==> config.mk <==
export PLATFORM = sky130hd
export DESIGN_NAME = sbsr_top
export DESIGN_NICKNAME = d
export VERILOG_FILES = /design/src/hw/sbsr_pkg.sv /design/src/hw/sbsr_sum_if.sv /design/src/hw/sbsr_summary.sv /design/src/hw/sbsr_top.sv
export VERILOG_INCLUDE_DIRS = /design/src /design/src/hw
export SDC_FILE = /design/constraint.sdc
export NUM_CORES = 1
export LEC_CHECK = 0
export ABC_CLOCK_PERIOD_IN_PS = 1400
export BUFFER_PORTS_ARGS = -buffer_cell sky130_fd_sc_hd__buf_2
export CAP_MARGIN = 15
export CORE_MARGIN = 2
export CORE_UTILIZATION = 40
export CTS_CLUSTER_SIZE = 25
export DETAILED_ROUTE_END_ITERATION = 8
export HOLD_SLACK_MARGIN = 0.1
export PLACE_DENSITY = 0.85
export SETUP_SLACK_MARGIN = 0.5
export SLEW_MARGIN = 10
export SYNTH_ARGS = -nofsm -noshare
export SYNTH_HDL_FRONTEND = slang
export SYNTH_SLANG_ARGS = --single-unit
==> constraint.sdc <==
create_clock -name core_clk_in -period 1.4 [get_ports core_clk_in]
set_input_delay 0.07 -clock core_clk_in [delete_from_list [all_inputs] [get_ports core_clk_in]]
set_output_delay 0.07 -clock core_clk_in [all_outputs]
set_load 0.005 [all_outputs]
==> src/hw/sbsr_cfg.svh <==
/*
  Constants for the status byte and service request block: bit positions
  inside the status byte, the reset value of the request mask and the
  groups of bits that take part in request generation.
  Assumes it is included by bare name from the block's own sources.
*/
`ifndef SBSR_CFG_SVH
`define SBSR_CFG_SVH

// Bit positions inside the eight-bit status byte.
`define SBSR_BIT_ERR   2
`define SBSR_BIT_QUES  3
`define SBSR_BIT_MAV   4
`define SBSR_BIT_ESB   5
`define SBSR_BIT_MSS   6
`define SBSR_BIT_OPER  7

// Reset value of the service request enable mask.
`define SBSR_MASK_RST  8'h00

// Bits that may raise a request: 2, 3, 4, 5 and 7; bit 6 and bits 0 and 1 never.
`define SBSR_REQ_BITS  8'hbc

// Bits that always read as zero in the status byte.
`define SBSR_UNUSED_BITS 8'h03

`endif

==> src/hw/sbsr_pkg.sv <==
/*
  Types shared by the status byte and service request block.
  Assumes nothing beyond a SystemVerilog compiler.
*/
package sbsr_pkg;

  // One status byte or mask byte.
  typedef logic [7:0] sbsr_byte_t;

  // Commands that the remote controller may issue to this block.
  typedef enum logic [1:0] {
    SBSR_CMD_STB_QUERY,
    SBSR_CMD_SERIAL_POLL,
    SBSR_CMD_MASK_WRITE,
    SBSR_CMD_MASK_QUERY
  } sbsr_cmd_e;

endpackage

==> src/hw/sbsr_sum_if.sv <==
/*
  Carrier between the summary stage and the request stage: the registered
  condition byte and the one-cycle event byte.
  Assumes both ends run on the same clock.
*/
`timescale 1ns/1ps
`default_nettype none

interface sbsr_sum_if;
  import sbsr_pkg::*;

  sbsr_byte_t cond;  // Registered status byte conditions, bit 6 always zero.
  sbsr_byte_t evt;   // One-cycle request events per status byte bit.

  // The summary stage produces both bytes.
  modport prod (output cond, output evt);
  // The request stage only reads them.
  modport cons (input cond, input evt);
endinterface

`default_nettype wire

==> src/hw/sbsr_summary.sv <==
/*
  Summary stage: folds the lower status registers into the status byte
  conditions and detects the events that may raise a service request.
  Assumes all inputs are synchronous to core_clk_in and that the error
  queue reports each new entry with a one-cycle pulse.
*/
`timescale 1ns/1ps
`default_nettype none
`include "sbsr_cfg.svh"

module sbsr_summary #(
  parameter int QUES_W = 16,
  parameter int OPER_W = 16,
  parameter int ESR_W  = 8
) (
  input  wire logic              core_clk_in,
  input  wire logic              rst_in,
  input  wire logic              err_entry_in,
  input  wire logic              err_nonempty_in,
  input  wire logic [QUES_W-1:0] ques_event_in,
  input  wire logic [QUES_W-1:0] ques_enable_in,
  input  wire logic              msg_avail_in,
  input  wire logic [ESR_W-1:0]  esr_in,
  input  wire logic [ESR_W-1:0]  ese_in,
  input  wire logic [OPER_W-1:0] oper_event_in,
  input  wire logic [OPER_W-1:0] oper_enable_in,
  sbsr_sum_if.prod               sum
);
  import sbsr_pkg::*;

  sbsr_byte_t       cond_r;    // Registered conditions.
  sbsr_byte_t       cond_nxt;  // Conditions formed from the inputs.
  sbsr_byte_t       evt_r;     // Registered events.
  sbsr_byte_t       evt_nxt;   // Events formed this cycle.
  logic [ESR_W-1:0] esr_r;     // Last event status bits, for rise detection.

  // Bits 3, 5 and 7 are the OR of their lower register anded with its enable; bits 2 and 4 follow their inputs.
  always_comb begin
    cond_nxt = 8'h00;
    cond_nxt[`SBSR_BIT_ERR]  = err_nonempty_in | err_entry_in;   // [RULE5]
    cond_nxt[`SBSR_BIT_QUES] = |(ques_event_in & ques_enable_in); // [RULE7]
    cond_nxt[`SBSR_BIT_MAV]  = msg_avail_in;                      // [RULE8]
    cond_nxt[`SBSR_BIT_ESB]  = |(esr_in & ese_in);                // [RULE9]
    cond_nxt[`SBSR_BIT_OPER] = |(oper_event_in & oper_enable_in); // [RULE11]
  end

  // Events are rising conditions; the error bit also fires on every new
  // entry, since a queue that stays non-empty would otherwise raise only once.
  always_comb begin
    evt_nxt = cond_nxt & ~cond_r;                                  // [RULE3]
    evt_nxt[`SBSR_BIT_ERR] = err_entry_in | (cond_nxt[`SBSR_BIT_ERR]
                             & ~cond_r[`SBSR_BIT_ERR]);            // [RULE6]
    evt_nxt[`SBSR_BIT_ESB] = |(esr_in & ~esr_r & ese_in)
                             | (cond_nxt[`SBSR_BIT_ESB]
                             & ~cond_r[`SBSR_BIT_ESB]);            // [RULE12]
    evt_nxt = evt_nxt & `SBSR_REQ_BITS;                            // [RULE13]
  end

  // Condition register and its history.
  always_ff @(posedge core_clk_in) begin
    if (rst_in) begin
      cond_r <= 8'h00;
      esr_r  <= '0;
    end else begin
      cond_r <= cond_nxt;
      esr_r  <= esr_in;
    end
  end

  // Event register, one cycle wide per cause.
  always_ff @(posedge core_clk_in) begin
    if (rst_in) begin
      evt_r <= 8'h00;
    end else begin
      evt_r <= evt_nxt;
    end
  end

  assign sum.cond = cond_r;
  assign sum.evt  = evt_r;
endmodule

`default_nettype wire

==> src/hw/sbsr_top.sv <==
/*
  Status byte and service request block. Holds the service request mask,
  forms the main summary bit, keeps the request pending until a serial
  poll and answers the controller's status and mask commands.
  Assumes a command decoder in front that presents one command per
  cycle on cmd_valid_in, and a bus driver behind srq_out and the answer.
  A status query never clears a pending request; only a serial poll does,
  so a controller that only queries keeps the line up. That is intended:
  a query cannot hide a request from the poll that follows it.
*/
`timescale 1ns/1ps
`default_nettype none
`include "sbsr_cfg.svh"

// Behaviour
// RULE1 - Status byte readable by query or poll.
// RULE2 - Mask per bit; mask bit 6 ignored.
// RULE3 - Enabled bit rising raises a service request.
// RULE4 - Mask written by command, read back unchanged.
// RULE5 - Bit 2 set on error queue entry.
// RULE6 - Each error entry raises its own request.
// RULE7 - Bit 3: enabled questionable event summary.
// RULE8 - Bit 4: output queue holds a message.
// RULE9 - Bit 5: enabled event status summary.
// RULE10 - Bit 6: any other enabled bit set. The serial poll answer carries the pending request in bit 6 instead.
// RULE11 - Bit 7: enabled operation event summary.
// RULE12 - Enabled event status bit rising sets summary.
// RULE13 - Bits 0 and 1 read zero, never request.
module sbsr_top #(
  parameter int QUES_W = 16,
  parameter int OPER_W = 16,
  parameter int ESR_W  = 8
) (
  input  wire logic                core_clk_in,
  input  wire logic                rst_in,
  input  wire logic                cmd_valid_in,
  input  wire sbsr_pkg::sbsr_cmd_e cmd_code_in,
  input  wire sbsr_pkg::sbsr_byte_t cmd_data_in,
  output var  logic                resp_valid_out,
  output var  sbsr_pkg::sbsr_byte_t resp_data_out,
  output var  logic                srq_out,
  input  wire logic                err_entry_in,
  input  wire logic                err_nonempty_in,
  input  wire logic [QUES_W-1:0]   ques_event_in,
  input  wire logic [QUES_W-1:0]   ques_enable_in,
  input  wire logic                msg_avail_in,
  input  wire logic [ESR_W-1:0]    esr_in,
  input  wire logic [ESR_W-1:0]    ese_in,
  input  wire logic [OPER_W-1:0]   oper_event_in,
  input  wire logic [OPER_W-1:0]   oper_enable_in
);
  import sbsr_pkg::*;

  sbsr_sum_if sum ();            // Conditions and events from the summary stage.

  sbsr_byte_t mask_r;            // Service request enable mask as written.
  sbsr_byte_t req_mask;          // Mask with bit 6 and the unused bits removed.
  logic       mss;               // Main summary: some enabled bit is set.
  sbsr_byte_t stb_view;          // Status byte as the query returns it.
  sbsr_byte_t poll_view;         // Status byte as the serial poll returns it.
  logic       req_evt;           // A request event this cycle.
  logic       srq_pend_r;        // Request pending until a serial poll.
  logic       srq_pend_nxt;      // Next value of the pending request.
  logic       do_poll;           // Serial poll taken this cycle.
  logic       do_mask_wr;        // Mask write taken this cycle.
  logic       resp_valid_nxt;    // Answer due next cycle.
  sbsr_byte_t resp_data_nxt;     // Answer data due next cycle.

  // The summary stage registers the lower status inputs.
  // Every condition thus lags its input by one edge, which the
  // request path counts on when it times the line.
  sbsr_summary #(
    .QUES_W (QUES_W),
    .OPER_W (OPER_W),
    .ESR_W  (ESR_W)
  ) sbsr_summary_inst (
    .core_clk_in     (core_clk_in),
    .rst_in          (rst_in),
    .err_entry_in    (err_entry_in),
    .err_nonempty_in (err_nonempty_in),
    .ques_event_in   (ques_event_in),
    .ques_enable_in  (ques_enable_in),
    .msg_avail_in    (msg_avail_in),
    .esr_in          (esr_in),
    .ese_in          (ese_in),
    .oper_event_in   (oper_event_in),
    .oper_enable_in  (oper_enable_in),
    .sum             (sum.prod)
  );

  // Command strobes decoded once so each process reads the same decision.
  assign do_poll    = cmd_valid_in && (cmd_code_in == SBSR_CMD_SERIAL_POLL);
  assign do_mask_wr = cmd_valid_in && (cmd_code_in == SBSR_CMD_MASK_WRITE);

  // Bit 6 of the mask is stored for read-back but never used here; bits 0
  // and 1 are dropped too since their conditions never exist.
  assign req_mask = mask_r & `SBSR_REQ_BITS; // [RULE2] [RULE13]

  // The main summary is a level, recomputed every cycle from the conditions.
  assign mss = |(sum.cond & req_mask); // [RULE10]

  // Query view carries the main summary in bit 6; the conditions already
  // hold zero in bits 0, 1 and 6.
  always_comb begin
    stb_view = sum.cond & ~`SBSR_UNUSED_BITS; // [RULE13]
    stb_view[`SBSR_BIT_MSS] = mss;            // [RULE10]
  end

  // The poll view shows the pending request in bit 6 instead, so a
  // controller can tell which device pulled the request line.
  always_comb begin
    poll_view = stb_view;
    poll_view[`SBSR_BIT_MSS] = srq_pend_r;
  end

  // A request is raised only by an enabled event, not by a steady level.
  assign req_evt = |(sum.evt & req_mask); // [RULE3] [RULE6]

  // Pending request: a new event wins over a poll in the same cycle, so
  // the event is not lost when the poll clears the old one.
  // The price is one more poll before the controller sees it go.
  always_comb begin
    srq_pend_nxt = srq_pend_r;
    if (req_evt) begin
      srq_pend_nxt = 1'b1; // [RULE3]
    end else if (do_poll) begin
      srq_pend_nxt = 1'b0;
    end
  end

  // Pending request register; it drives the request line directly.
  always_ff @(posedge core_clk_in) begin
    if (rst_in) begin
      srq_pend_r <= 1'b0;
    end else begin
      srq_pend_r <= srq_pend_nxt;
    end
  end

  assign srq_out = srq_pend_r;

  // Mask register, written whole by the set command.
  // Reset clears it, so nothing requests service before a mask is set.
  always_ff @(posedge core_clk_in) begin
    if (rst_in) begin
      mask_r <= `SBSR_MASK_RST;
    end else if (do_mask_wr) begin
      mask_r <= cmd_data_in; // [RULE4]
    end
  end

  // Answer selection; a mask write has no answer. The query and the poll
  // read the same conditions and differ only in bit 6, so a controller
  // may mix both freely. The mask query returns bit 6 as written even
  // though the request logic never looks at it.
  always_comb begin
    resp_valid_nxt = 1'b0;
    resp_data_nxt  = 8'h00;
    if (cmd_valid_in) begin
      case (cmd_code_in)
        SBSR_CMD_STB_QUERY: begin
          resp_valid_nxt = 1'b1;
          resp_data_nxt  = stb_view;  // [RULE1]
        end
        SBSR_CMD_SERIAL_POLL: begin
          resp_valid_nxt = 1'b1;
          resp_data_nxt  = poll_view; // [RULE1]
        end
        SBSR_CMD_MASK_QUERY: begin
          resp_valid_nxt = 1'b1;
          resp_data_nxt  = mask_r;    // [RULE4]
        end
        default: begin
          resp_valid_nxt = 1'b0;
          resp_data_nxt  = 8'h00;
        end
      endcase
    end
  end

  // Answer registers: one cycle after the command, one cycle wide.
  // Registering costs a cycle but keeps the decoder off the answer path.
  always_ff @(posedge core_clk_in) begin
    if (rst_in) begin
      resp_valid_out <= 1'b0;
    end else begin
      resp_valid_out <= resp_valid_nxt;
    end
  end

  // Answer data holds until the next answer.
  always_ff @(posedge core_clk_in) begin
    if (rst_in) begin
      resp_data_out <= 8'h00;
    end else if (resp_valid_nxt) begin
      resp_data_out <= resp_data_nxt;
    end
  end
endmodule

`default_nettype wire

==> results of run 1 <==
-- cell usage in the layout (no fill, tap or decap), drive strengths merged --
| cell type | count |
|---|---|
| nand2 | 14 |
| clkbuf | 7 |
| a311oi | 1 |
| o22ai | 4 |
| a221oi | 13 |
| a22o | 8 |
| nor2 | 17 |
| nor3 | 3 |
| nor2b | 11 |
| nand3b | 6 |
| buf | 109 |
| o21ai | 8 |
| o21bai | 1 |
| dlygate4sd3 | 19 |
| nand4 | 4 |
| a31oi | 2 |
| mux2i | 8 |
| and4 | 2 |
| inv | 6 |
| a222oi | 2 |
| a22oi | 2 |
| and2b | 1 |
| dfxtp | 36 |
| a211o | 1 |
| a21oi | 2 |
-- stage by stage --
step,util (%),area [sq um],power (mW),std cells,hold slack [ns]
after floorplan,-,1520,1.29,161,0.196
after global placement,56.5,2070,1.45,307,0.294
after detailed placement,56.5,2070,1.47,307,0.300
after CTS,64.4,2360,2.28,333,0.147
after global routing,64.8,2370,2.38,335,0.155
final,64.8,2370,2.26,335,0.153
-- power groups by stage --
stage / Combinational (mW) / Sequential [mW] / Clock, mW
after floorplan: 0.163 / 1.13 / 0
after global placement: 0.323 / 1.13 / 0
after detailed placement: 0.332 / 1.13 / 0
after CTS: 0.373 / 1.11 / 0.793
after global routing: 0.427 / 1.12 / 0.840
final: 0.375 / 1.11 / 0.769
-- layout make-up --
cell class,count,share of cell area [%]
clock buffer,7,4.06
tap,48,2.53
timing repair buffer,128,31.5
inverter,6,0.950
multi-input combinational,110,30.2
sequential,36,30.8
-- kinds of logic (layout without fill, tap and decap cells) --
group / count (synthesis) / after routing / synth area share (%)
AO/OA/AOI/OAI: 44 / 44 / 22.6
buffers and inverters: 15 / 141 / 4.96
flip-flops: 36 / 36 / 47.6
AND/OR/NAND/NOR: 58 / 58 / 19.5
multiplexers: 8 / 8 / 5.29
-- state kept, by name (all words and copies together), names as in the netlist --
| signal | count |
|---|---|
| sbsr_summary_inst.sum.evt | 5 |
| srq_out | 1 |
| mask_r | 8 |
| sbsr_summary_inst.sum.cond | 5 |
| sbsr_summary_inst.esr_r | 8 |
| resp_data_out | 8 |
| resp_valid_out | 1 |
-- critical path, delay by kind of cell, from the launching register on --
kind / cells / cell delay, ns
DFF: 1 / 0.33
AOI/OAI and AO/OA: 2 / 0.49
buffers and inverters: 1 / 0.13
-- final timing paths --
path	to	startpoint	slack, ns	cells past startpoint
max	srq_out	mask_r[3]	0.32	3
min	resp_data_out[5]	cmd_valid_in	0.15	2
max reg2reg	srq_out	mask_r[3]	0.32	3
min reg2reg	sbsr_summary_inst.sum.evt[3]	sbsr_summary_inst.sum.cond[3]	0.43	1
-- what timing repair did --
item	CTS	global route
endpoints found under the setup margin	2	6
pin swaps	0	3
hold buffers	19	0
setup buffers	0	2
endpoints found under the hold margin	19	0
-- layer usage --
layer	track usage [%]	wire, um	vias to the layer above
met3	4.62	238	8
met2	38.1	2040	66
met5	0	0	-
met1	24.0	1660	722
met4	8.33	94	0
li1	-	-	850
==> metrics.md, run 1 <==
| Metric | Value |
|---|---|
| Gate power share | 16.6% |
| Setup repair after global routing missed its margin | true |
| Proportion of power drawn by flip-flops and latches | 49.2% |
| Post-synth top area cell | dfxtp_1 |
| Count of flip-flops with a built-in enable after synthesis | 0 |
| Fraction of layout instances using a drive strength above 1 | between 40 and 50% |
| Post-layout nets | between 300 and 400 |
| Row count | 22 |
| Worst clock skew | roughly 0.0053 ns |
| Die Y-Extent | 65.5 um |
| Worst skew pair latency | 0.28 ns |
| Leading cell type by number of instances after synthesis | dfxtp_1 |
| Actual slew at the worst max-slew pin | 0.470 ns |
| Synthesis-to-finish area growth | 56.7% |
| Area taken by multi-input logic gates | 717 sq um |
| Largest driver fanout on the critical path | 4 |
| Largest vdd supply drop | 0.458 mV |
| Number of search-and-repair iterations in the first detailed-routing pass | 4 |
| Net switching share of the total power | 22.6% |
| Ant. Diodes | 0 |
| Post-Synthesis Cells | ~160 |
| Final routed wirelength across all metal layers | 4030 um |
| Worst setup timing slack at the placement stage | between 0.3 and 0.4 ns |
| Summed negative setup slack over all endpoints | 0 ns |
| Sw power | 0.509 mW |
| Capturing element type of the critical path | flop |
| Post-detailed-route via-to-cell ratio | 4.91 |
| Critical path data arrival time | 1.23 ns |
| Largest net degree at the start of global routing | 28 |
| Number of antenna violations at the first check in global routing | 0 |
| DRC marker count from the first detailed-route iteration | 67 |
| Remaining Overflow, GRT | 0 |
| Startpoint type of the worst setup path | flop |
| CP Class | reg -> reg |
| Required time of the critical path | 1.55 ns |
| Clock Power Share | about a third |
| Number of levels the H-tree was split into | 2 |
| Fill cells | 334 |
| Delay contributed by the slowest stage of the critical path | ~0.36 ns |
| Routed wire per std cell | 12.0 um |
| Clock Tree Root | clkbuf_8 |
| Total GRT Usage | 21.1% |
| Number of I/O port buffers | 105 |
| Normalized max-slew margin | about 69% |
| Total Die Area | 0.00429 sq mm |
| Share of synthesized registers carrying an async set or reset | 0% |
| Final setup violation count | 0 |
| Global-route wire length before repair | 6980 um |
| Synthesized netlist net count | about 260 |
| Leakage component of the power | 1.16 nW |
| Via total after detailed routing | 1646 |
| Clock transition at the register clock pins on the worst setup and hold paths after CTS | 0.07 ns |
| Internal power of the cells | 1.75 mW |
| I/O Pins | ~110 |
| Area of the core | approximately 0.0037 sq mm |
| Synthesis Warnings | 0 |
| Class of the most critical hold timing path | in -> reg |
| Post-synthesis area per instance | 9.40 sq um |
| Final hold viol count | 0 |
| Sequence of cells on the critical path | buf_4, a222oi_1, a31oi_1 |
| Result of the run | finished clean |
| Number of DRC violations after detailed routing | 0 |
| Final worst-path setup slack | 0.315 ns |
| Number of distinct library cells after synthesis | 28 |
| Minimum clock period after layout | 1.08 ns |
| Ratio of final minimum period to clock period | 77.5% |
| GP Congestion | 0.862 |
| Vias in the first global route | 1661 |
| List of most frequent post-synthesis cells | dfxtp_1, nor2_1, nand2_1 |
| Final slew viol count | 0 |
| Detailed placement HPWL | 3180 um |
| Primary FF master, synth | dfxtp_1 |
| Die W | 65.5 um |
| Register bit count reported by yosys | 36 |
| CTS Buffer Depth | 2 |
| Number of gates resized after CTS | 0 |
| Share of Yosys cell area claimed by the top area cell type | 47.6% |
| Areal power density over the cells | 951 mW/mm^2 |
| Master of the slowest instance on the critical path | a222oi_1 |
| Sequential standard cell area | 729 sq um |
| CTS tree | done |
| Synth top area cells | dfxtp_1, a221oi_1, mux2i_1 |
| Sink count of the clock tree | 36 |
| Number of buffers inserted during clock tree synthesis | 5 |
| Highest clock rate | a little over 900 MHz |
| Count of nets left with antenna violations after detail routing | 0 |
| Effective utilization at floorplan | 41.3% |
| Synth Cell Area | between 0.0015 and 0.002 sq mm |
| Max Cap Viol | 0 |
| Seq/Total Area, Yosys | between 40 and 50% |
No activity file was read; power rests on OpenSTA's default activity.
==> inputs of run 2 (changes only) <==
--- a/config.mk
+++ b/config.mk
@@ -6,15 +6,16 @@
 export SDC_FILE = /design/constraint.sdc
 export NUM_CORES = 1
 export LEC_CHECK = 0
-export ABC_CLOCK_PERIOD_IN_PS = 1400
+export ABC_AREA = 1
+export ABC_CLOCK_PERIOD_IN_PS = 950
 export BUFFER_PORTS_ARGS = -buffer_cell sky130_fd_sc_hd__buf_2
 export CAP_MARGIN = 15
 export CORE_MARGIN = 2
-export CORE_UTILIZATION = 40
+export CORE_UTILIZATION = 37
 export CTS_CLUSTER_SIZE = 25
 export DETAILED_ROUTE_END_ITERATION = 8
 export HOLD_SLACK_MARGIN = 0.1
-export PLACE_DENSITY = 0.85
+export PLACE_DENSITY = 0.82
 export SETUP_SLACK_MARGIN = 0.5
 export SLEW_MARGIN = 10
 export SYNTH_ARGS = -nofsm -noshare
==> constraint.sdc (replaced) <==
create_clock -name core_clk_in -period 0.95 [get_ports core_clk_in]
set_input_delay 0.0475 -clock core_clk_in [delete_from_list [all_inputs] [get_ports core_clk_in]]
set_output_delay 0.0475 -clock core_clk_in [all_outputs]
set_load 0.005 [all_outputs]
==> metrics.md, run 2 <==
| Metric | Value |
|---|---|
| Actual slew at the worst max-slew pin | 0.251 ns (-0.219 ns) |
| Count of nets left with antenna violations after detail routing | 0 (unchanged) |
| Post-layout nets | 470 (+23%) |
| Startpoint type of the worst setup path | flop |
| I/O Pins | 106 (unchanged) |
| Post-synth top area cell | dfxtp_1 |
| Worst skew pair latency | 0.29 ns (about the same) |
| Global-route wire length before repair | 7510 um (+7.5%) |
| Synthesis Warnings | 0 (unchanged) |
| Fill cells | 358 (+7.2%) |
| Result of the run | finished, violations left |
| Effective utilization at floorplan | 37.9% (-3.4 points) |
| Max Cap Viol | 0 (unchanged) |
| Number of search-and-repair iterations in the first detailed-routing pass | 4 (unchanged) |
| Cell depth of the worst flop-to-flop path | 4 (+1) |
| Top library cells by usage in the layout, fill and taps aside | buf_2, nand2_1, nor2_1 |
| Vias in the first global route | 1867 (+12%) |
| Synth top area cells | dfxtp_1, nand2_1, nor2_1 |
| Area of the core | 0.00426 sq mm (+16%) |
| Setup repair after global routing missed its margin | true |
| Number of buffers inserted during clock tree synthesis | 5 (unchanged) |
| Number of I/O port buffers | 105 (unchanged) |
| Worst clock skew | 0.00215 ns (-0.00317 ns) |
| Final hold viol count | 9 (+9) |
| Via total after detailed routing | 1964 (+19%) |
| Row count | 24 (+9.1%) |
| GP Congestion | 0.798 (-7.4%) |
| List of most frequent post-synthesis cells | nand2_1, nor2_1, dfxtp_1 |
| Worst setup timing slack at the placement stage | 0.00558 ns (-0.312 ns) |
| Share of Yosys cell area claimed by the top area cell type | 44.6% (-3.0 points) |
| Largest driver fanout on the critical path | 4 (unchanged) |
| Synthesis-to-finish area growth | 72.4% |
| Count of flip-flops with a built-in enable after synthesis | 0 (unchanged) |
| Post-synthesis area per instance | 6.59 sq um (-30%) |
| Final routed wirelength across all metal layers | 5020 um (+25%) |
| Clock transition at the register clock pins on the worst setup and hold paths after CTS | 0.07 ns (about the same) |
| Number of DRC violations after detailed routing | 0 (unchanged) |
| CP Class | reg -> reg |
| CTS tree | done |
| Synth Cell Area | 0.00162 sq mm (+6.8%) |
| Sink count of the clock tree | 36 (unchanged) |
| Capturing element type of the critical path | flop |
| Most common cell after layout, fill and taps aside | buf_2 |
| Summed negative setup slack over all endpoints | 0 ns (unchanged) |
| Worst hold slack | -0.0292 ns (-0.183 ns) |
| CTS Buffer Depth | 2 (unchanged) |
| Highest clock rate | 1100 MHz (+19%) |
| Final slew viol count | 0 (unchanged) |
| Synthesized netlist net count | 341 (+33%) |
| Ratio of final minimum period to clock period | 95.7% (+18 points) |
| Leakage component of the power | 1.40 nW (+21%) |
| Areal power density over the cells | 1230 mW/mm^2 (+30%) |
| Detailed placement HPWL | 3390 um (+6.6%) |
| Post-Synthesis Cells | 245 (+52%) |
| Number of levels the H-tree was split into | 2 (unchanged) |
| Violations in the final reports | hold timing |
| Seq/Total Area, Yosys | 44.6% (-3.0 points) |
| Die Y-Extent | 70.1 um (+7.0%) |
| Number of antenna violations at the first check in global routing | 0 (unchanged) |
| Total Die Area | 0.00491 sq mm (+14%) |
| Hold Path Cell Cnt | 3 (+1) |
| Required time of the critical path | 1.12 ns (-0.43 ns) |
| Share of synthesized registers carrying an async set or reset | 0% (unchanged) |
| Largest net degree at the start of global routing | 23 (-18%) |
| Total GRT Usage | 19.1% (-2.0 points) |
| Largest registers | mask_r x8, resp_data_out x8, sbsr_summary_inst.esr_r x8 |
| Fraction of layout instances using a drive strength above 1 | 57.8% (+14 points) |
| Number of distinct library cells after synthesis | 19 (-32%) |
| DRC marker count from the first detailed-route iteration | 74 (+10%) |
| Final worst-path setup slack | 0.0405 ns (-0.275 ns) |
| Die W | 70.1 um (+7.0%) |
| Leading cell type by number of instances after synthesis | nand2_1 |
| Register bit count reported by yosys | 36 (unchanged) |
| Primary FF master, synth | dfxtp_1 |
| Clock Tree Root | clkbuf_8 |
| Final setup violation count | 0 (unchanged) |
| Largest vdd supply drop | 0.638 mV (+39%) |
| Minimum clock period after layout | 0.909 ns (-0.175 ns) |
| Normalized max-slew margin | 83.1% (+14 points) |
| Critical path data arrival time | 1.08 ns (-0.15 ns) |
| Post-detailed-route via-to-cell ratio | 4.61 (-6.2%) |
| Routed wire per std cell | 11.8 um (-2.0%) |
| Class of the most critical hold timing path | in -> reg |
| Remaining Overflow, GRT | 0 (unchanged) |
| Ant. Diodes | 0 (unchanged) |
run 2: cell count changes in the layout (fill, tap and decap cells not counted), moves of 13 or more:
cell,before,now
buf_2,105,86
a21oi_2,0,14
buf_6,0,25
nor2_1,17,41
nand2_1,14,59
nand2_2,0,23
a221oi_1,13,0
dfxtp_1,29,14
dlygate4sd3_1,19,0
dfxtp_2,7,22
run 2: cells by family after synthesis:
group                  after synthesis  share of synthesized area [%]
flip-flops                          36                           44.6
AO/OA/AOI/OAI                       44                           14.7
AND/OR/NAND/NOR                    137                           33.5
buffers and inverters               28                           7.13
run 2: worst max-delay path, stage by stage, from the launching register on:
cell and delay (ns):
dfxtp_2 0.34, nand2_1 0.05, nand4_1 0.15, a21oi_2 0.17
a21oi_1 0.09
run 2: cell type report:
| type | count | area (sq um) | area share, % |
|---|---|---|---|
| Clock buffer | 6 | 72.6 | 2.61 |
| Clock inverter | 1 | 5.00 | 0.180 |
| Inverter | 24 | 98.8 | 3.55 |
| Multi-Input combinational cell | 182 | 958 | 34.4 |
| Sequential cell | 36 | 748 | 26.9 |
| Tap cell | 52 | 65.1 | 2.34 |
| Timing Repair Buffer | 125 | 837 | 30.1 |
run 2: metal layers:
metal  up-vias  part of all wire, %  wire (um)  global-route usage (%)
met1       831                   37       1870                    21.0
li1       1027                    -          -                       -
met4         0                  2.6        133                    8.12
met2        90                   52       2630                    34.2
met5         -                    0          0                       0
met3        16                  7.7        389                    5.19
run 2: timing repair:
| item | 4_1_cts | 5_1_grt |
|---|---|---|
| buffers inserted | 9 | 7 |
| gates cloned | 1 | 0 |
| setup endpoints to repair | 34 | 35 |
| pin swaps | 20 | 39 |
| hold endpoints to repair | 22 | 22 |
| resized for setup | 33 | 58 |
run 2: worst paths after layout:
path	start	end	slack [ns]
setup reg to reg	mask_r[3]	srq_out	0.04
hold reg to reg	sbsr_summary_inst.sum.cond[4]	sbsr_summary_inst.sum.evt[4]	0.45
setup / recovery	mask_r[3]	srq_out	0.04
hold / removal	esr_in[5]	sbsr_summary_inst.esr_r[5]	-0.03
run 2: where the power goes:
| group | internal, mW | leakage, nW | switching (mW) | total, mW |
|---|---|---|---|---|
| Combinational | 0.411 | 1.06 | 0.352 | 0.762 |
| Clock | 0.498 | 0.0410 | 0.505 | 1.00 |
| Sequential | 1.61 | 0.305 | 0.0561 | 1.67 |
| Total | 2.52 | 1.40 | 0.913 | 3.43 |
run 2: metrics by stage:
stage | std cells | power (mW) | utilization [%] | hold WS, ns | cell area (sq um)
after floorplan | 245 | 1.96 | - | 0.124 | 1700
after global placement | 402 | 2.25 | 53.8 | 0.262 | 2300
after detailed placement | 402 | 2.26 | 53.8 | 0.269 | 2300
after CTS | 419 | 3.32 | 58.8 | -0.0381 | 2510
after global routing | 426 | 3.60 | 65.3 | -0.0270 | 2790
final | 426 | 3.43 | 65.3 | -0.0292 | 2790
==> inputs of run 3 (changes only) <==
--- a/config.mk
+++ b/config.mk
@@ -10,8 +10,10 @@
 export ABC_CLOCK_PERIOD_IN_PS = 950
 export BUFFER_PORTS_ARGS = -buffer_cell sky130_fd_sc_hd__buf_2
 export CAP_MARGIN = 15
+export CELL_PAD_IN_SITES_DETAIL_PLACEMENT = 0
+export CELL_PAD_IN_SITES_GLOBAL_PLACEMENT = 1
 export CORE_MARGIN = 2
-export CORE_UTILIZATION = 37
+export CORE_UTILIZATION = 24
 export CTS_CLUSTER_SIZE = 25
 export DETAILED_ROUTE_END_ITERATION = 8
 export HOLD_SLACK_MARGIN = 0.1
==> metrics.md, run 3 (synthesis gave the netlist of run 2 again) <==
| Metric | Value |
|---|---|
| Result of the run | finished, violations left |
| Violations in the final reports | hold timing |
| Clock transition at the register clock pins on the worst setup and hold paths after CTS | 0.07 ns (about the same) |
| Setup repair after global routing missed its margin | true |
| Area of the core | 0.00642 sq mm (+51%) |
| Instance area at placement | 0.00233 sq mm (+1.7%) |
| Vias in the first global route | 1919 (+2.8%) |
| Required time of the critical path | 1.12 ns (about the same) |
| Largest vdd supply drop | 0.508 mV (-20%) |
| Met2 Track Usage GR | 23.5% (-11 points) |
| Number of instances in the placed design | 428 (+6.5%) |
| CTS Buffer Depth | 2 (unchanged) |
| Effective utilization at floorplan | 25.2% (-13 points) |
| Sequence of cells on the critical path | nor2_1, nor2_1, nand2_1, nor2_2, a21oi_1 |
| Class of the most critical hold timing path | in -> reg |
| Largest driver fanout on the critical path | 1 (-3) |
| Final routed wirelength across all metal layers | 4760 um (-5.3%) |
| Met1 Track Usage GR | 15.2% (-5.8 points) |
| Fill cells | 655 (+83%) |
| Most utilized layer in the global route result | met2 |
| Number of antenna violations at the first check in global routing | 0 (unchanged) |
| Master of the slowest instance on the critical path | dfxtp_1 |
| Startpoint type of the worst setup path | flop |
| Detailed placement HPWL | 3550 um (+4.5%) |
| Normalized max-slew margin | 81.3% (-1.8 points) |
| Actual slew at the worst max-slew pin | 0.279 ns (+0.0275 ns) |
| CP Class | reg -> reg |
| Critical path data arrival time | 0.99 ns (-0.09 ns) |
| Worst setup timing slack at the placement stage | -0.0664 ns (-0.0720 ns) |
| Top library cells by usage in the layout, fill and taps aside | buf_2, nand2_1, nor2_1 |
| Number of I/O port buffers | 105 (unchanged) |
| Worst clock skew | 0.0105 ns (+0.00837 ns) |
| Via total after detailed routing | 1934 (-1.5%) |
| Most common cell after layout, fill and taps aside | buf_2 |
| Buf+Inv Stages, Crit Path | 0 (unchanged) |
| Remaining Overflow, GRT | 0 (unchanged) |
| Total GRT Usage | 13.1% (-5.9 points) |
| Global Route met3 Usage | 2.41% (-2.8 points) |
| Max Cap Viol | 0 (unchanged) |
| Final hold viol count | 10 (+1) |
| Number of search-and-repair iterations in the first detailed-routing pass | 4 (unchanged) |
| Total Die Area | 0.00740 sq mm (+51%) |
| Area taken by multi-input logic gates | 935 sq um (-2.5%) |
| Most numerous cell on the critical path | nor2_1 |
| I/O Pins | 106 (unchanged) |
| Routed wire per std cell | 10.6 um (-9.9%) |
| Largest net degree at the start of global routing | 23 (unchanged) |
| Areal power density over the cells | 1260 mW/mm^2 (+2.2%) |
| Ratio of final minimum period to clock period | 86.5% (-9.2 points) |
| Final setup violation count | 0 (unchanged) |
| Sequential standard cell area | 754 sq um (+0.84%) |
| Leakage component of the power | 1.39 nW (-1.2%) |
| Minimum clock period after layout | 0.822 ns (-0.0877 ns) |
| Cell class contributing the biggest share of worst-path delay | simple AND/OR/NAND/NOR gates |
| Post-detailed-route via-to-cell ratio | 4.32 (-6.4%) |
| Die W | 86.0 um (+23%) |
| Number of buffers inserted during clock tree synthesis | 5 (unchanged) |
| DRC marker count from the first detailed-route iteration | 49 (-34%) |
| GP Congestion | 0.751 (-5.9%) |
| Final slew viol count | 0 (unchanged) |
| Fraction of layout instances using a drive strength above 1 | 56.6% (-1.2 points) |
| Clock Tree Root | clkbuf_8 |
| Final worst-path setup slack | 0.128 ns (+0.0877 ns) |
| Cell Count, Final, Fillers Out | 448 (+5.2%) |
| Post-route cell area | 0.00278 sq mm (-0.36%) |
| Row count | 29 (+21%) |
| Delay contributed by the slowest stage of the critical path | 0.31 ns (-0.03 ns) |
| Number of DRC violations after detailed routing | 0 (unchanged) |
| CTS tree | done |
| Count of nets left with antenna violations after detail routing | 0 (unchanged) |
| Global-route wire length before repair | 7830 um (+4.3%) |
| Post-layout nets | 466 (-0.85%) |
| Die Y-Extent | 86.0 um (+23%) |
| Final core utilization | 43.2% (-22 points) |
| Capturing element type of the critical path | flop |
| Largest registers | mask_r x8, resp_data_out x8, sbsr_summary_inst.esr_r x8 |
| Sink count of the clock tree | 36 (unchanged) |
| Ant. Diodes | 0 (unchanged) |
| Worst skew pair latency | 0.29 ns (about the same) |
| Worst hold slack | -0.0208 ns (+0.00841 ns) |
| Highest clock rate | 1220 MHz (+11%) |
| Synthesis-to-finish area growth | 71.8% |
| Number of levels the H-tree was split into | 2 (unchanged) |
==> run 3: cell types whose count changed in the layout (fill, tap and decap cells not counted), moves of 2 or more <==
cell | before | now
buf_2 | 86 | 90
nand2_1 | 59 | 63
inv_2 | 7 | 5
buf_6 | 25 | 23
buf_4 | 12 | 7
nand2_2 | 23 | 19
dfxtp_4 | 0 | 2
==> run 3: worst paths after layout <==
| check | from | to | slack, ns | depth (start not counted) |
|---|---|---|---|---|
| hold reg to reg | sbsr_summary_inst.sum.cond[4] | sbsr_summary_inst.sum.evt[4] | 0.43 | 1 |
| setup reg to reg | sbsr_summary_inst.esr_r[5] | sbsr_summary_inst.sum.evt[5] | 0.13 | 5 |
| hold / removal | esr_in[3] | sbsr_summary_inst.esr_r[3] | -0.02 | 3 |
| setup / recovery | sbsr_summary_inst.esr_r[5] | sbsr_summary_inst.sum.evt[5] | 0.13 | 5 |
==> run 3: worst register-to-register path, cell delays in order (launching register included) <==
cell,delay (ns)
dfxtp_1,0.31
nor2_1,0.04
nor2_1,0.12
nand2_1,0.08
nor2_2,0.11
a21oi_1,0.06
==> run 3: through the flow <==
step	hold WS [ns]	power [mW]	setup TNS (ns)
2_1_floorplan	0.124	1.96	0
3_3_place_gp	0.263	2.26	0
3_5_place_dp	0.270	2.27	-0.161
4_1_cts	-0.0297	3.47	0
5_1_grt	-0.0235	3.70	0
6_report	-0.0208	3.49	0
==> run 3: metal layers <==
| metal | wire, um | vias up |
|---|---|---|
| li1 | - | 1018 |
| met1 | 1990 | 822 |
| met2 | 2320 | 90 |
| met3 | 406 | 4 |
| met4 | 39 | 0 |
| met5 | 0 | - |
==> run 3: final cells by class <==
| cell class | instances | area share, % |
|---|---|---|
| Clock buffer | 6 | 2.98 |
| Tap cell | 77 | 3.47 |
| Multi-Input combinational cell | 181 | 33.7 |
| Clock inverter | 2 | 0.361 |
| Sequential cell | 36 | 27.2 |
| Timing Repair Buffer | 122 | 28.7 |
| Inverter | 24 | 3.61 |
==> run 3: repair_timing <==
| action | in CTS | in global routing |
|---|---|---|
| buffers inserted | 11 | 1 |
| endpoints found under the hold margin | 23 | 22 |
| pin swaps | 13 | 31 |
| gates resized for setup | 46 | 36 |
| cloned | 0 | 0 |
| endpoints found under the setup margin | 35 | 35 |
==> run 3: power breakdown <==
group	total (mW)	switching, mW	internal (mW)
combinational	0.722	0.335	0.387
sequential	1.66	0.0561	1.61
clock	1.11	0.531	0.578
total	3.49	0.922	2.57
